===== config.mk =====
export PLATFORM = sky130hd
export DESIGN_NAME = csf_core
export DESIGN_NICKNAME = d
export VERILOG_FILES = /design/src/csf_pkg.sv /design/src/csf_core.sv
export SDC_FILE = /design/constraint.sdc
export NUM_CORES = 2
export LEC_CHECK = 0
export BUFFER_PORTS_ARGS = -buffer_cell sky130_fd_sc_hd__buf_2
export CORE_AREA = 2 2 330 332
export CTS_CLUSTER_SIZE = 10
export DETAILED_ROUTE_END_ITERATION = 12
export DIE_AREA = 0 0 332 334
export GPL_ROUTABILITY_DRIVEN = 0
export PLACE_DENSITY = 0.68
export SYNTH_ARGS = -nofsm -noshare
export SYNTH_HDL_FRONTEND = slang
export SYNTH_SLANG_ARGS = --single-unit
export TNS_END_PERCENT = 50

===== constraint.sdc =====
create_clock -name pclk -period 4.22 [get_ports pclk]
set_input_delay 0.211 -clock pclk [delete_from_list [all_inputs] [get_ports pclk]]
set_output_delay 0.211 -clock pclk [all_outputs]
set_load 0.01 [all_outputs]

===== src/csf_pkg.sv =====
package csf_pkg;
  // Register byte offsets on the APB bus
  localparam logic [7:0] RSP_OFFSET = 8'h00;
  localparam logic [7:0] CFG_OFFSET = 8'h04;
  localparam logic [7:0] TOS_OFFSET = 8'h08;
  localparam logic [7:0] PC_OFFSET = 8'h0C;
  localparam logic [7:0] STAT_OFFSET = 8'h10;
  // Return stack pointer field positions
  localparam int FULL_BIT = 7;
  localparam int UNF_BIT = 6;
  localparam logic [7:0] RSP_RESET = 8'h00;
  localparam logic [4:0] LEVEL_MAX = 5'h1F;
  localparam logic [20:0] PC_RESET = 21'h000000;
  localparam logic [20:0] PC_STEP = 21'h000002;
  localparam logic [20:0] HI_VECTOR = 21'h000008;
  localparam logic [20:0] LO_VECTOR = 21'h000018;
  // Config: stack error reset enable resets to set
  localparam logic CFG_RESET = 1'b1;
  typedef enum logic [1:0] {CSF_PH1, CSF_PH2, CSF_PH3, CSF_PH4} csf_phase_t;
  // Instruction control codes taken from the fetched word
  localparam logic [3:0] OP_NOP = 4'h0;
  localparam logic [3:0] OP_CALL = 4'h1;
  localparam logic [3:0] OP_RETURN = 4'h2;
  localparam logic [3:0] OP_RETURN_FROM_INTERRUPT = 4'h3;
  localparam logic [3:0] OP_GOTO = 4'h4;
  localparam logic [3:0] OP_ADDPCL = 4'h5;
  localparam logic [3:0] OP_TBLRD = 4'h6;
  localparam logic [3:0] OP_DATA = 4'h7;
endpackage

===== src/csf_core.sv =====
// Summary of operation
// - Stack-full flag in bit 7 sets when stack fills or overflows.
// - Underflow flag in bit 6 sets on pop of empty stack.
// - Bits 4-0 hold level read/write; bit 5 reads zero.
// - Flags clear only by software or power-on; pointer resets to zero.
// - With error reset enabled, set flag then reset the device.
// - With error reset disabled, set flag without device reset.
// - One-entry hidden shadow of status, working, bank loaded on every interrupt.
// - Return from interrupt with fast option restores shadow values.
// - Fast call saves shadow; fast return restores from it.
// - High-priority interrupt overwrites shadow during low-priority service.
// - Adding working register to counter low byte advances by bytes, LSb zero.
// - Table read takes byte address from table pointer, byte into latch.
// - Clock divided by four into phases one to four.
// - Counter increments in phase one; instruction captured in phase four.
// - Instruction register loads in phase one; executes phases two to four.
// - Data operand read in phase two, result written in phase four.
// - Fetch overlaps execute; counter-changing instructions take two cycles.
// - Branch flushes fetched instruction and fetches target, one extra cycle.
// - Push increments pointer then writes; pop reads top then decrements.
// - Stack holds 31 entries of 21 bits; level zero has no storage.
// - With error reset disabled, pointer stops at 31; no overwrite.
// - Pop of empty loads zero to counter, pointer stays zero.
`timescale 1ns/1ns
`default_nettype none
module csf_core #(
  parameter int PC_W = 21,
  parameter int DEPTH = 31
) (
  // APB slave
  input wire logic pclk,
  input wire logic presetn,
  input wire logic psel,
  input wire logic penable,
  input wire logic pwrite,
  input wire logic [7:0] paddr,
  input wire logic [31:0] pwdata,
  output logic [31:0] prdata,
  output logic pready,
  output logic pslverr,
  // Program memory
  output logic [PC_W-1:0] prog_addr,
  input wire logic [15:0] prog_data,
  // Data memory
  output logic [11:0] data_addr,
  output logic data_rd,
  output logic data_wr,
  output logic [7:0] data_wdata,
  input wire logic [7:0] data_rdata,
  // Interrupt vectoring
  input wire logic irq_hi,
  input wire logic irq_lo,
  // Core status
  output logic [7:0] status_out,
  output logic [7:0] working_register,
  output logic [3:0] bank_select_register,
  output logic [7:0] table_latch,
  output logic [3:0] phase_onehot,
  output logic device_reset
);
  logic [1:0] phase;
  logic [7:0] return_stack_pointer;
  logic [PC_W-1:0] stack_mem [1:DEPTH];
  logic [PC_W-1:0] pc;
  logic [PC_W-1:0] table_pointer;
  logic [15:0] fetch_word;
  logic [15:0] instruction_register;
  logic fetch_valid;
  logic exec_valid;
  logic stack_error_reset_enable;
  logic [7:0] status_reg;
  logic [7:0] shadow_status;
  logic [7:0] shadow_working;
  logic [3:0] shadow_bank;
  logic in_hi;
  logic in_lo;
  logic [7:0] operand;
  logic tbl_cycle;

  wire logic ph1 = phase == 2'd0;
  wire logic ph2 = phase == 2'd1;
  wire logic ph3_w = phase == 2'd2;
  wire logic ph4 = phase == 2'd3;
  wire logic [3:0] op = instruction_register[15:12];
  wire logic fast = instruction_register[11];
  wire logic [4:0] level = return_stack_pointer[4:0];
  wire logic live = exec_valid && !tbl_cycle;
  wire logic do_call = live && ph4 && op == csf_pkg::OP_CALL;
  wire logic do_ret = live && ph4 && (op == csf_pkg::OP_RETURN || op == csf_pkg::OP_RETURN_FROM_INTERRUPT);
  wire logic do_goto = live && ph4 && op == csf_pkg::OP_GOTO;
  wire logic do_add = live && ph4 && op == csf_pkg::OP_ADDPCL;
  // No vectoring inside a table-read cycle, the fetch slot is busy
  wire logic take_irq = ph4 && !tbl_cycle &&
                        ((irq_hi && !in_hi) || (irq_lo && !in_hi && !in_lo));
  wire logic push = do_call || take_irq;
  wire logic full_now = push && level >= 5'(DEPTH - 1);
  wire logic unf_now = do_ret && level == 5'h00;
  wire logic stk_err = full_now || unf_now;
  wire logic branch = do_call || do_ret || do_goto || do_add || take_irq;
  wire logic apb_acc = psel && penable;
  wire logic wr_rsp = apb_acc && pwrite && paddr == csf_pkg::RSP_OFFSET;
  wire logic wr_cfg = apb_acc && pwrite && paddr == csf_pkg::CFG_OFFSET;
  wire logic wr_tos = apb_acc && pwrite && paddr == csf_pkg::TOS_OFFSET && level != 5'h00;
  wire logic mapped = paddr == csf_pkg::RSP_OFFSET || paddr == csf_pkg::CFG_OFFSET ||
                      paddr == csf_pkg::TOS_OFFSET || paddr == csf_pkg::PC_OFFSET ||
                      paddr == csf_pkg::STAT_OFFSET;
  wire logic [PC_W-1:0] top_of_stack_entry = level == 5'h00 ? '0 : stack_mem[level];
  wire logic [PC_W-1:0] target_addr = {instruction_register[10:0], 10'h000} >> 9;
  wire logic [PC_W-1:0] add_target = {pc[PC_W-1:8],
                                      8'(pc[7:0] + {working_register[7:1], 1'b0})};

  assign pready = 1'b1;
  assign pslverr = apb_acc && !mapped;
  // Fetch address lags the counter, which already moved on in phase one
  assign prog_addr = tbl_cycle ? table_pointer : pc - csf_pkg::PC_STEP;
  assign status_out = status_reg;
  assign phase_onehot = 4'b0001 << phase;

  // Four-phase divider
  always_ff @(posedge pclk or negedge presetn) begin
    if (!presetn) phase <= 2'd0;
    else phase <= phase + 2'd1;
  end

  // Device reset pulse on stack error when enabled
  always_ff @(posedge pclk or negedge presetn) begin
    if (!presetn) device_reset <= 1'b0;
    else device_reset <= stk_err && stack_error_reset_enable;
  end

  always_ff @(posedge pclk or negedge presetn) begin
    if (!presetn) stack_error_reset_enable <= csf_pkg::CFG_RESET;
    else if (wr_cfg) stack_error_reset_enable <= pwdata[0];
  end

  // Stack pointer, flags and storage
  always_ff @(posedge pclk or negedge presetn) begin
    if (!presetn) begin
      return_stack_pointer <= csf_pkg::RSP_RESET;
    end else begin
      if (wr_rsp) begin
        return_stack_pointer[4:0] <= pwdata[4:0];
        if (!pwdata[csf_pkg::FULL_BIT]) return_stack_pointer[csf_pkg::FULL_BIT] <= 1'b0;
        if (!pwdata[csf_pkg::UNF_BIT]) return_stack_pointer[csf_pkg::UNF_BIT] <= 1'b0;
      end
      if (push) begin
        if (full_now && stack_error_reset_enable) return_stack_pointer[4:0] <= 5'h00;
        else if (level != csf_pkg::LEVEL_MAX) return_stack_pointer[4:0] <= level + 5'h01;
        if (full_now) return_stack_pointer[csf_pkg::FULL_BIT] <= 1'b1;
      end
      if (do_ret) begin
        if (unf_now) return_stack_pointer[csf_pkg::UNF_BIT] <= 1'b1;
        else return_stack_pointer[4:0] <= level - 5'h01;
      end
      if (stk_err && stack_error_reset_enable && !push) return_stack_pointer[4:0] <= 5'h00;
      return_stack_pointer[5] <= 1'b0;
    end
  end

  generate
    for (genvar i = 1; i <= DEPTH; i++) begin : g_stk
      always_ff @(posedge pclk) begin
        if (push && level != csf_pkg::LEVEL_MAX && level + 5'h01 == 5'(i))
          stack_mem[i] <= pc - csf_pkg::PC_STEP;
        else if (wr_tos && level == 5'(i))
          stack_mem[i] <= pwdata[PC_W-1:0];
      end
    end
  endgenerate

  // Fetch and execute pipeline
  always_ff @(posedge pclk or negedge presetn) begin
    if (!presetn) begin
      pc <= csf_pkg::PC_RESET;
      fetch_word <= 16'h0000;
      fetch_valid <= 1'b0;
      instruction_register <= 16'h0000;
      exec_valid <= 1'b0;
      tbl_cycle <= 1'b0;
    end else if (device_reset) begin
      pc <= csf_pkg::PC_RESET;
      fetch_valid <= 1'b0;
      exec_valid <= 1'b0;
      tbl_cycle <= 1'b0;
    end else begin
      // Table-read cycle stalls the pipeline for one instruction cycle
      if (ph1 && !tbl_cycle) begin
        instruction_register <= fetch_word;
        exec_valid <= fetch_valid;
        pc <= pc + csf_pkg::PC_STEP;
      end
      if (ph4) begin
        tbl_cycle <= 1'b0;
        if (!tbl_cycle) fetch_word <= prog_data;
        if (!tbl_cycle) fetch_valid <= !branch;
        if (take_irq) pc <= irq_hi ? csf_pkg::HI_VECTOR : csf_pkg::LO_VECTOR;
        else if (do_call || do_goto) pc <= target_addr;
        else if (do_ret) pc <= unf_now ? '0 : top_of_stack_entry;
        else if (do_add) pc <= add_target;
      end
      if (live && ph4 && op == csf_pkg::OP_TBLRD) tbl_cycle <= 1'b1;
    end
  end

  // Table read: byte from program memory at table pointer
  always_ff @(posedge pclk or negedge presetn) begin
    if (!presetn) begin
      table_pointer <= '0;
      table_latch <= 8'h00;
    end else begin
      if (live && ph2 && op == csf_pkg::OP_TBLRD) table_pointer <= {instruction_register[10:0], 10'h000} >> 10;
      if (tbl_cycle && ph4)
        table_latch <= table_pointer[0] ? prog_data[15:8] : prog_data[7:0];
    end
  end

  // Data memory access and register file of working, status and bank
  always_comb begin
    data_addr = {bank_select_register, instruction_register[7:0]};
    data_rd = live && ph2 && op == csf_pkg::OP_DATA;
    data_wr = live && ph4 && op == csf_pkg::OP_DATA;
  end

  always_ff @(posedge pclk or negedge presetn) begin
    if (!presetn) begin
      operand <= 8'h00;
      data_wdata <= 8'h00;
      working_register <= 8'h00;
      status_reg <= 8'h00;
      bank_select_register <= 4'h0;
      shadow_status <= 8'h00;
      shadow_working <= 8'h00;
      shadow_bank <= 4'h0;
      in_hi <= 1'b0;
      in_lo <= 1'b0;
    end else begin
      if (data_rd) operand <= data_rdata;
      if (live && ph3_w) data_wdata <= operand + working_register;
      if (data_wr) begin
        working_register <= data_wdata;
        status_reg[2] <= data_wdata == 8'h00;
        bank_select_register <= instruction_register[11:8];
      end
      if (take_irq || (do_call && fast)) begin
        shadow_status <= status_reg;
        shadow_working <= working_register;
        shadow_bank <= bank_select_register;
      end
      if (take_irq) begin
        if (irq_hi) in_hi <= 1'b1;
        else in_lo <= 1'b1;
      end
      if (do_ret && fast) begin
        status_reg <= shadow_status;
        working_register <= shadow_working;
        bank_select_register <= shadow_bank;
      end
      if (do_ret && op == csf_pkg::OP_RETURN_FROM_INTERRUPT) begin
        if (in_hi) in_hi <= 1'b0;
        else in_lo <= 1'b0;
      end
    end
  end

  // Register reads
  always_ff @(posedge pclk or negedge presetn) begin
    if (!presetn) prdata <= 32'h00000000;
    else if (psel && !penable && !pwrite) begin
      unique case (paddr)
        csf_pkg::RSP_OFFSET: prdata <= {24'h000000, return_stack_pointer};
        csf_pkg::CFG_OFFSET: prdata <= {31'h00000000, stack_error_reset_enable};
        csf_pkg::TOS_OFFSET: prdata <= {11'h000, top_of_stack_entry};
        csf_pkg::PC_OFFSET: prdata <= {11'h000, pc};
        csf_pkg::STAT_OFFSET: prdata <= {20'h00000, bank_select_register, working_register};
        default: prdata <= 32'h00000000;
      endcase
    end
  end

  AST_FULL_SET: assert property (@(posedge pclk) disable iff (!presetn)
    full_now |=> return_stack_pointer[7]) else $error("full flag not set");
  AST_UNF_SET: assert property (@(posedge pclk) disable iff (!presetn)
    unf_now |=> return_stack_pointer[6] && return_stack_pointer[4:0] == 5'h00)
    else $error("underflow not flagged");
  AST_BIT5: assert property (@(posedge pclk) disable iff (!presetn)
    !return_stack_pointer[5]) else $error("bit 5 set");
  AST_ERR_RST: assert property (@(posedge pclk) disable iff (!presetn)
    stk_err && stack_error_reset_enable |=> device_reset) else $error("no reset");
  AST_NO_RST: assert property (@(posedge pclk) disable iff (!presetn)
    stk_err && !stack_error_reset_enable |=> !device_reset) else $error("bad reset");
  AST_PHASE: assert property (@(posedge pclk) disable iff (!presetn)
    ph1 |=> ph2 ##1 ph3_w ##1 ph4) else $error("phase order");
  AST_STOP31: assert property (@(posedge pclk) disable iff (!presetn)
    push && level == 5'h1F && !stack_error_reset_enable && !wr_rsp |=> level == 5'h1F)
    else $error("pointer passed 31");
  AST_FLUSH: assert property (@(posedge pclk) disable iff (!presetn)
    branch && !device_reset |=> !fetch_valid) else $error("no flush");
  AST_PUSH_INC: assert property (@(posedge pclk) disable iff (!presetn)
    push && level < 5'h1E && !wr_rsp |=> level == $past(level) + 5'h01)
    else $error("push step");

  AST_POP_DEC: assert property (@(posedge pclk) disable iff (!presetn)
    do_ret && !unf_now && !push && !wr_rsp |=> level == $past(level) - 5'h01)
    else $error("pop step");

  AST_UNF_PC: assert property (@(posedge pclk) disable iff (!presetn)
    unf_now && !take_irq && !device_reset |=> pc == '0)
    else $error("underflow pc not zero");

  AST_FULL_ZERO: assert property (@(posedge pclk) disable iff (!presetn)
    full_now && stack_error_reset_enable && !do_ret |=> level == 5'h00)
    else $error("pointer not cleared on full");

  AST_FULL_HOLD: assert property (@(posedge pclk) disable iff (!presetn)
    return_stack_pointer[7] && !wr_rsp |=> return_stack_pointer[7])
    else $error("full flag lost");

  AST_UNF_HOLD: assert property (@(posedge pclk) disable iff (!presetn)
    return_stack_pointer[6] && !wr_rsp |=> return_stack_pointer[6])
    else $error("underflow flag lost");

  AST_WR_LEVEL: assert property (@(posedge pclk) disable iff (!presetn)
    wr_rsp && !push && !do_ret |=> level == $past(pwdata[4:0]))
    else $error("level write lost");

  AST_RST_PULSE: assert property (@(posedge pclk) disable iff (!presetn)
    device_reset |=> !device_reset)
    else $error("reset pulse too long");

  AST_SHADOW_LOAD: assert property (@(posedge pclk) disable iff (!presetn)
    take_irq |=> shadow_working == $past(working_register) &&
      shadow_status == $past(status_reg) && shadow_bank == $past(bank_select_register))
    else $error("shadow not loaded");

  AST_FAST_RESTORE: assert property (@(posedge pclk) disable iff (!presetn)
    do_ret && fast |=> working_register == $past(shadow_working) &&
      status_reg == $past(shadow_status) && bank_select_register == $past(shadow_bank))
    else $error("shadow not restored");

  AST_FAST_CALL: assert property (@(posedge pclk) disable iff (!presetn)
    do_call && fast |=> shadow_working == $past(working_register))
    else $error("fast call not saved");

  AST_HI_OVER: assert property (@(posedge pclk) disable iff (!presetn)
    ph4 && !tbl_cycle && irq_hi && in_lo && !in_hi |-> take_irq)
    else $error("high priority not taken");

  AST_ADD_LSB: assert property (@(posedge pclk) disable iff (!presetn)
    do_add && !pc[0] && !take_irq && !device_reset |=> !pc[0])
    else $error("computed jump odd");

  AST_TBL_ADDR: assert property (@(posedge pclk) disable iff (!presetn)
    tbl_cycle |-> prog_addr == table_pointer)
    else $error("table address");

  AST_ONEHOT: assert property (@(posedge pclk) disable iff (!presetn)
    $onehot(phase_onehot))
    else $error("phase not one-hot");

  AST_PC_PH1: assert property (@(posedge pclk) disable iff (!presetn)
    ph1 && !tbl_cycle && !device_reset |=> pc == $past(pc) + csf_pkg::PC_STEP)
    else $error("pc not stepped");

  AST_FETCH_PH4: assert property (@(posedge pclk) disable iff (!presetn)
    ph4 && !tbl_cycle && !device_reset |=> fetch_word == $past(prog_data))
    else $error("fetch not captured");

  AST_IR_PH1: assert property (@(posedge pclk) disable iff (!presetn)
    ph1 && !tbl_cycle && !device_reset |=> instruction_register == $past(fetch_word))
    else $error("instruction not loaded");

  AST_RD_PH2: assert property (@(posedge pclk) disable iff (!presetn)
    data_rd |-> ph2)
    else $error("read outside phase two");

  AST_WR_PH4: assert property (@(posedge pclk) disable iff (!presetn)
    data_wr |-> ph4)
    else $error("write outside phase four");

  AST_FLUSH_EXEC: assert property (@(posedge pclk) disable iff (!presetn)
    branch |-> ##2 !exec_valid)
    else $error("flushed word executed");
endmodule
`default_nettype wire


Yosys cells after proc, flatten, opt, wreduce, memory -nomap -nowiden
Memory sizes are Yosys's and may differ from the RTL's.
Index checks and enable logic that the tools add are counted.
Widths: inputs -> output; s select.
{"block": "word_totals", "ramBits": 651, "mem_count": 1, "regBits": 176, "elab_cells": 631}
{"name": "stack_mem", "depth": 31, "word_bits": 21, "read_ports": 1, "rd_clocked_by_memory_dff": 0, "wr": 2, "line_no": "csf_core.sv:63", "rtl": "logic [PC_W-1:0] stack_mem [1:DEPTH];"}
{"block": "classes", "bitwise": 33, "n_reduce_logical": 162, "n_addsub": 7, "n_mux": 322, "n_lt_le_gt_ge": 1, "shifts": 1, "eq_ne": 79}
{"cell": "$mux 21", "n": 70}
{"cell": "$reduce_or 21->1", "n": 29}
{"cell": "$mux 1", "n": 207}
{"cell": "$mux 5", "n": 37}
{"cell": "$eq 5x5->1 const B", "n": 32}
{"cell": "$pmux 21 s5", "n": 1}
{"cell": "$logic_and 1x1->1", "n": 99}
{"cell": "$eq 5x4->1 const B", "n": 16}
{"cell": "$eq 5x3->1 const B", "n": 8}
{"cell": "$or 1x1->1", "n": 31}
{"cell": "$mux 8", "n": 3}
{"cell": "$add 21x2->21 const B", "n": 1}
{"cell": "$sub 21x2->21 const B", "n": 1}
{"cell": "$eq 5x2->1 const B", "n": 4}
{"cell": "$add 8x8->8", "n": 2}
{"cell": "$eq 4x3->1 const B", "n": 4}
{"cell": "$eq 8x4->1 const B", "n": 2}
{"cell": "$logic_not 8->1", "n": 2}
{"cell": "$logic_or 1x1->1", "n": 14}
{"cell": "$eq 5x1->1 const B", "n": 2}
{"cell": "$eq 4x2->1 const B", "n": 2}
{"cell": "$eq 8x3->1 const B", "n": 1}
{"cell": "$eq 8x5->1 const B", "n": 1}
{"cell": "$logic_not 1->1", "n": 8}
{"cell": "other kinds (22)", "n": 28}

Logic depth before layout (Yosys ltp)
{"block": "logic_depth", "word_depth": 27, "ltp_mapped": 16, "depth_no_buf": 9}

Worst setup path after synthesis
No wires, ideal clock.
{"block": "synth_path", "kind": "flip-flop to flip-flop", "startpoint": "register return_stack_pointer[3]", "endpoint": "memory stack_mem[27][0] (enable)", "path_slack_ns": -0.246, "setup_ns": 0.428, "t_arrival_ns": 4.038, "path_buffers": 6, "path_stages_with_launch": 12, "required_ns": 3.792, "period_less_slack_ns": 4.466, "path_cell_list": "dfrtp_1 > clkbuf_1 > buf_2 > buf_2 > buf_2 > buf_1 > and3_1 > ha_1 > clkbuf_1 > nand2b_1 > or2_2 > o21ai_0"}
{"element": "from (decl)", "line_no": "csf_core.sv:62", "rtl": "logic [7:0] return_stack_pointer;"}
{"element": "from (signal assigned)", "line_no": "csf_core.sv:139", "rtl": "return_stack_pointer <= csf_pkg::RSP_RESET;"}
{"element": "from (signal assigned)", "line_no": "csf_core.sv:142", "rtl": "return_stack_pointer[4:0] <= pwdata[4:0];"}
{"element": "from (signal assigned)", "line_no": "csf_core.sv:148", "rtl": "else if (level != csf_pkg::LEVEL_MAX) return_stack_pointer[4:0] <= level + 5'h01;"}
{"element": "to (decl)", "line_no": "csf_core.sv:63"}

Worst setup path in the final report
{"block": "layout_path", "startpoint": "register pc[6]", "endpoint": "output prog_addr[18]"}
{"block": "layout_via", "elab_chain_cells": 2}
{"element": "from (decl)", "line_no": "csf_core.sv:64", "rtl": "logic [PC_W-1:0] pc;"}
{"element": "from (signal assigned)", "line_no": "csf_core.sv:174", "rtl": "pc <= csf_pkg::PC_RESET;"}
{"element": "from (signal assigned)", "line_no": "csf_core.sv:181", "rtl": "pc <= csf_pkg::PC_RESET;"}
{"element": "from (signal assigned)", "line_no": "csf_core.sv:190", "rtl": "pc <= pc + csf_pkg::PC_STEP;"}
{"element": "$sub 21x2->21", "line_no": "csf_core.sv:115", "rtl": "assign prog_addr = tbl_cycle ? table_pointer : pc - csf_pkg::PC_STEP;"}
{"element": "$mux 21", "line_no": "csf_core.sv:115"}
{"element": "to (decl)", "line_no": "csf_core.sv:42", "rtl": "output logic [PC_W-1:0] prog_addr,"}
Every way passes these cells.

==> impl_table.tex <==
\begin{tabular}{lr}
\hline
Metric & Value \\
\hline
\multicolumn{2}{l}{\textbf{Timing}} \\
Number of failing setup endpoints in the final timing report & 0 \\
Worst-case hold slack & 0.140 ns \\
Worst rel slew slack & 0.139 \\
Maximum clock skew at final layout & 0.0413 ns \\
RSZ-0062 raised after global routing & false \\
Final critical delay including setup and external delays & 4.06 ns \\
Accumulated negative setup slack & 0 ns \\
Setup WS post-layout & 0.160 ns \\
Post-route fraction of the period consumed by the critical path & 0.962 \\
Pins over their slew limit & 0 \\
Actual slew at the worst max-slew pin & 1.28 ns \\
Final Hold Fails & 0 \\
Maximum clock rate & 246 MHz \\
\multicolumn{2}{l}{\textbf{Detailed routing}} \\
Post-detailed-route via-to-cell ratio & 6.13 \\
Drc violations & 0 \\
Wire length after detailed routing & 136,000 um \\
Final antenna-violating net count & 0 \\
Vias & 31,000 \\
Number of iterations in the first detailed-routing pass & 6 \\
Count of routing violations after the opening detailed-route iteration & 4,498 \\
Routed length per placed instance & 27.0 um \\
\multicolumn{2}{l}{\textbf{Setup path}} \\
Type of the worst setup path & reg -> out \\
CP arrival & 3.85 ns \\
Cell family contributing the most delay on the critical path & simple AND/OR/NAND/NOR gates \\
Cell Chain, Critical Path & nor4\_4, nand3b\_2, or4\_4, xnor2\_4, nor2\_1, buf\_2 \\
Startpoint type of the worst setup path & flop \\
Worst reg2reg setup slack & 0.59 ns \\
Cell with the biggest individual delay on the critical path & sky130\_fd\_sc\_hd\_\_nor4\_4 \\
WP buf/inv & 1 \\
Data required, critical path & 4.01 ns \\
Largest fanout on the critical path & 23 \\
Worst stage delay on the critical path & 0.70 ns \\
Setup crit end kind & output pin \\
\multicolumn{2}{l}{\textbf{Placed design}} \\
Input/output buffers & 157 \\
Worst slack at placement & 0.692 ns \\
Dpl cells & 4,887 \\
HPWL Detailed & 88,300 um \\
\multicolumn{2}{l}{\textbf{Global routing}} \\
Initial antenna violation count & 7 \\
Global routing usage on met2 & 0.389 \\
GRT Util Overall & 0.240 \\
Vias in the first global route & 29,700 \\
Maximum number of pins on one net before global-route repair & 139 \\
M3 GR Usage & 0.0437 \\
Met1 usage in global routing & 0.316 \\
Global-route wire length before repair & 200,000 um \\
Routing layer with the top usage in global route & met2 \\
Total global routing overflow & 0 \\
\multicolumn{2}{l}{\textbf{Yosys}} \\
Fraction of the mapped netlist area in simple logic gates & 0.0951 \\
Count of mapped cells out of synthesis & 3,522 \\
Mapped cell area & 42,700 um2 \\
Most area-consuming cells after synthesis & sky130\_fd\_sc\_hd\_\_edfxtp\_1 (46\%), sky130\_fd\_sc\_hd\_\_dfrtp\_1 (9.6\%), sky130\_fd\_sc\_hd\_\_mux4\_2 (8.3\%) \\
Complex-gate fraction of the synthesized area & 0.105 \\
Seq/Total Area, Yosys & 0.554 \\
Number of enable-type register cells in the synthesized netlist & 651 \\
Commonest register cell after synthesis & sky130\_fd\_sc\_hd\_\_edfxtp\_1 \\
Share of Yosys cell area claimed by the top area cell type & 0.458 \\
Number of synthesis warnings & 0 \\
Flop and latch count out of synthesis & 816 \\
Share of synthesized cell area in full adder, half adder and majority cells & 0.00884 \\
Asr flop ratio synth & 0.202 \\
Dominant combinational cell family by area after synthesis & multiplexers \\
Parity-gate share of the synthesized area counting xor and xnor cells & 0.0138 \\
Library cells used by synthesis & 94 \\
Post-Syn Area per Cell & 12.1 um2 \\
Multiplexer area fraction after synthesis & 0.179 \\
Cell type with the highest aggregate area in the netlist & sky130\_fd\_sc\_hd\_\_edfxtp\_1 \\
\multicolumn{2}{l}{\textbf{Floorplan}} \\
Area enclosed by the die boundary & 111,000 um2 \\
Area of the core region & 108,000 um2 \\
Die extent in x & 332 um \\
I/O pin count & 181 \\
Effective utilization at floorplan & 0.396 \\
Die outline height & 334 um \\
Standard-cell rows & 121 \\
\multicolumn{2}{l}{\textbf{Power}} \\
Pwr/cell area & 628 nW/um2 \\
Combinational fraction of design power & 0.401 \\
Pleak & 17.7 nW \\
Part of the total power dissipated in the clock network & 0.240 \\
Internal power of the cells & 19.2 mW \\
Fraction of power consumed by sequential logic & 0.359 \\
Maximum resistive drop on vdd & 0.674 mV \\
Switching Fraction & 0.369 \\
Switch Pwr & 11.2 mW \\
\multicolumn{2}{l}{\textbf{CTS}} \\
Latest clock arrival within the worst-skew pair & 0.68 ns \\
CTS Buf Count & 93 \\
Clock sinks & 816 \\
Buffer count from post-CTS setup fixing & 0 \\
CTS clock-pin slew for the worst setup and hold paths & 0.07 ns \\
Deepest clock path buffer count & 3 \\
Post-cts gate resize count & 0 \\
H-tree lvl count & 3 \\
Cell chosen for the clock root & sky130\_fd\_sc\_hd\_\_clkbuf\_16 \\
TritonCTS clock tree & done \\
\multicolumn{2}{l}{\textbf{Layout}} \\
Non-filler cells in the finished layout & 5,047 \\
Most common cell after layout, fill and taps aside & sky130\_fd\_sc\_hd\_\_edfxtp\_1 \\
Most used cells in the layout excluding fill and tap cells & sky130\_fd\_sc\_hd\_\_edfxtp\_1 (651), sky130\_fd\_sc\_hd\_\_nor2\_1 (563), sky130\_fd\_sc\_hd\_\_a21oi\_1 (499), sky130\_fd\_sc\_hd\_\_mux2\_2 (227), sky130\_fd\_sc\_hd\_\_dfrtp\_1 (160) \\
Number of nets at the end of the flow & 3,697 \\
Area grow syn2layout & 13.2\% \\
Final core utilization & 0.449 \\
Share of post-route cells with drive strength above 1 & 0.254 \\
\multicolumn{2}{l}{\textbf{Flow run}} \\
Max\_cap viols & 0 \\
\multicolumn{2}{l}{\textbf{Worst hold path}} \\
Worst min-delay path category & in -> reg \\
\multicolumn{2}{l}{\textbf{Outcome}} \\
Run status & completed \\
\hline
\end{tabular}
[kinds of logic (layout without fill, tap and decap cells)]
logic type               Yosys count  count (layout)
AO/OA/AOI/OAI                    764             764
XOR/XNOR                          59              59
AND/OR/NAND/NOR                  913             913
adder cells (fa/ha/maj)           29              29
flip-flops                       816             816
multiplexers                     534             534
buffers and inverters            405             505
other                              2              13
[final cells by class]
class                   count  area, um2
inverters                  28        105
clock buffers             124       2520
repair buffers            347       2440
flip-flops and latches    816      23700
diodes                      1       2.50
fillers                  9566      59400
clock inverters             6       62.6
well taps                1414       1770
multi-input cells        2311      17800
[worst min-delay path, cell delays in order]
cell and delay [ns]:
sky130_fd_sc_hd__buf_2 0.23, sky130_fd_sc_hd__nor2_1 0.14, sky130_fd_sc_hd__a21oi_1 0.04
[per-stage QoR]
step | total power [mW] | area (um2)
floorplan | 18.9 | 42800
global placement | 22.6 | 45500
detailed placement | 22.9 | 45500
CTS | 30.2 | 48400
global route | 31.5 | 48400
finish | 30.4 | 48400
[routing by layer]
metal	up-vias	wire, um
li1	13200	-
met1	15400	51700
met2	1982	64500
met3	346	13800
met4	10	6060
met5	-	57
[repair_timing]
| action | in CTS | in global routing |
|---|---|---|
| hold endpoints to repair | 132 | 0 |
| setup endpoints to repair | 0 | 0 |
| hold buffers | 29 | 0 |
[sequential cells by signal, summed over array words and instances, names as in the netlist, 7 cells and up]
name,cells
data_wdata,8
fetch_word,16
instruction_register,16
operand,8
pc,21
prdata,21
return_stack_pointer,7
shadow_status,8
shadow_working,8
stack_mem,651
status_out,8
table_latch,8
table_pointer,11
working_register,8
[power groups by stage]
stage / combinational [mW] / sequential (mW) / clock, mW
finish: 12.2 / 10.9 / 7.28
global placement: 11.6 / 11.0 / 0
global route: 12.9 / 10.9 / 7.64
CTS: 12.0 / 10.9 / 7.33
floorplan: 8.22 / 10.6 / 0
detailed placement: 11.9 / 11.1 / 0
[synthesized netlist by cell type (14+ instances only)]
master	number
sky130_fd_sc_hd__o21ai_0	57
sky130_fd_sc_hd__a22oi_1	31
sky130_fd_sc_hd__inv_1	23
sky130_fd_sc_hd__nand3_1	33
sky130_fd_sc_hd__nor2_1	563
sky130_fd_sc_hd__o22ai_1	30
sky130_fd_sc_hd__mux2_1	57
sky130_fd_sc_hd__nand2b_1	16
sky130_fd_sc_hd__buf_4	44
sky130_fd_sc_hd__xor2_1	25
sky130_fd_sc_hd__mux2i_1	93
sky130_fd_sc_hd__a21oi_1	499
sky130_fd_sc_hd__xnor2_1	29
sky130_fd_sc_hd__buf_1	14
sky130_fd_sc_hd__buf_2	113
sky130_fd_sc_hd__nor3_1	26
sky130_fd_sc_hd__and3_1	17
sky130_fd_sc_hd__edfxtp_1	651
sky130_fd_sc_hd__nand2_1	152
sky130_fd_sc_hd__ha_1	27
sky130_fd_sc_hd__mux2_2	227
sky130_fd_sc_hd__o211ai_1	22
sky130_fd_sc_hd__a211oi_1	18
sky130_fd_sc_hd__dfrtp_1	164
sky130_fd_sc_hd__clkbuf_1	198
sky130_fd_sc_hd__mux4_2	157
[worst paths after layout]
| kind | from | cells after the start | endpoint |
|---|---|---|---|
| setup reg to reg | return_stack_pointer[0] | 8 | stack_mem[30][18] |
| hold / removal | pwdata[3] | 3 | stack_mem[14][3] |
| setup / recovery | pc[6] | 6 | prog_addr[18] |
| max in group asynchronous | presetn | 3 | prdata[15] |
| hold reg to reg | shadow_working[0] | 2 | working_register[0] |
| min in group asynchronous | presetn | 2 | table_latch[7] |
No activity file was read; power rests on OpenSTA's default activity.
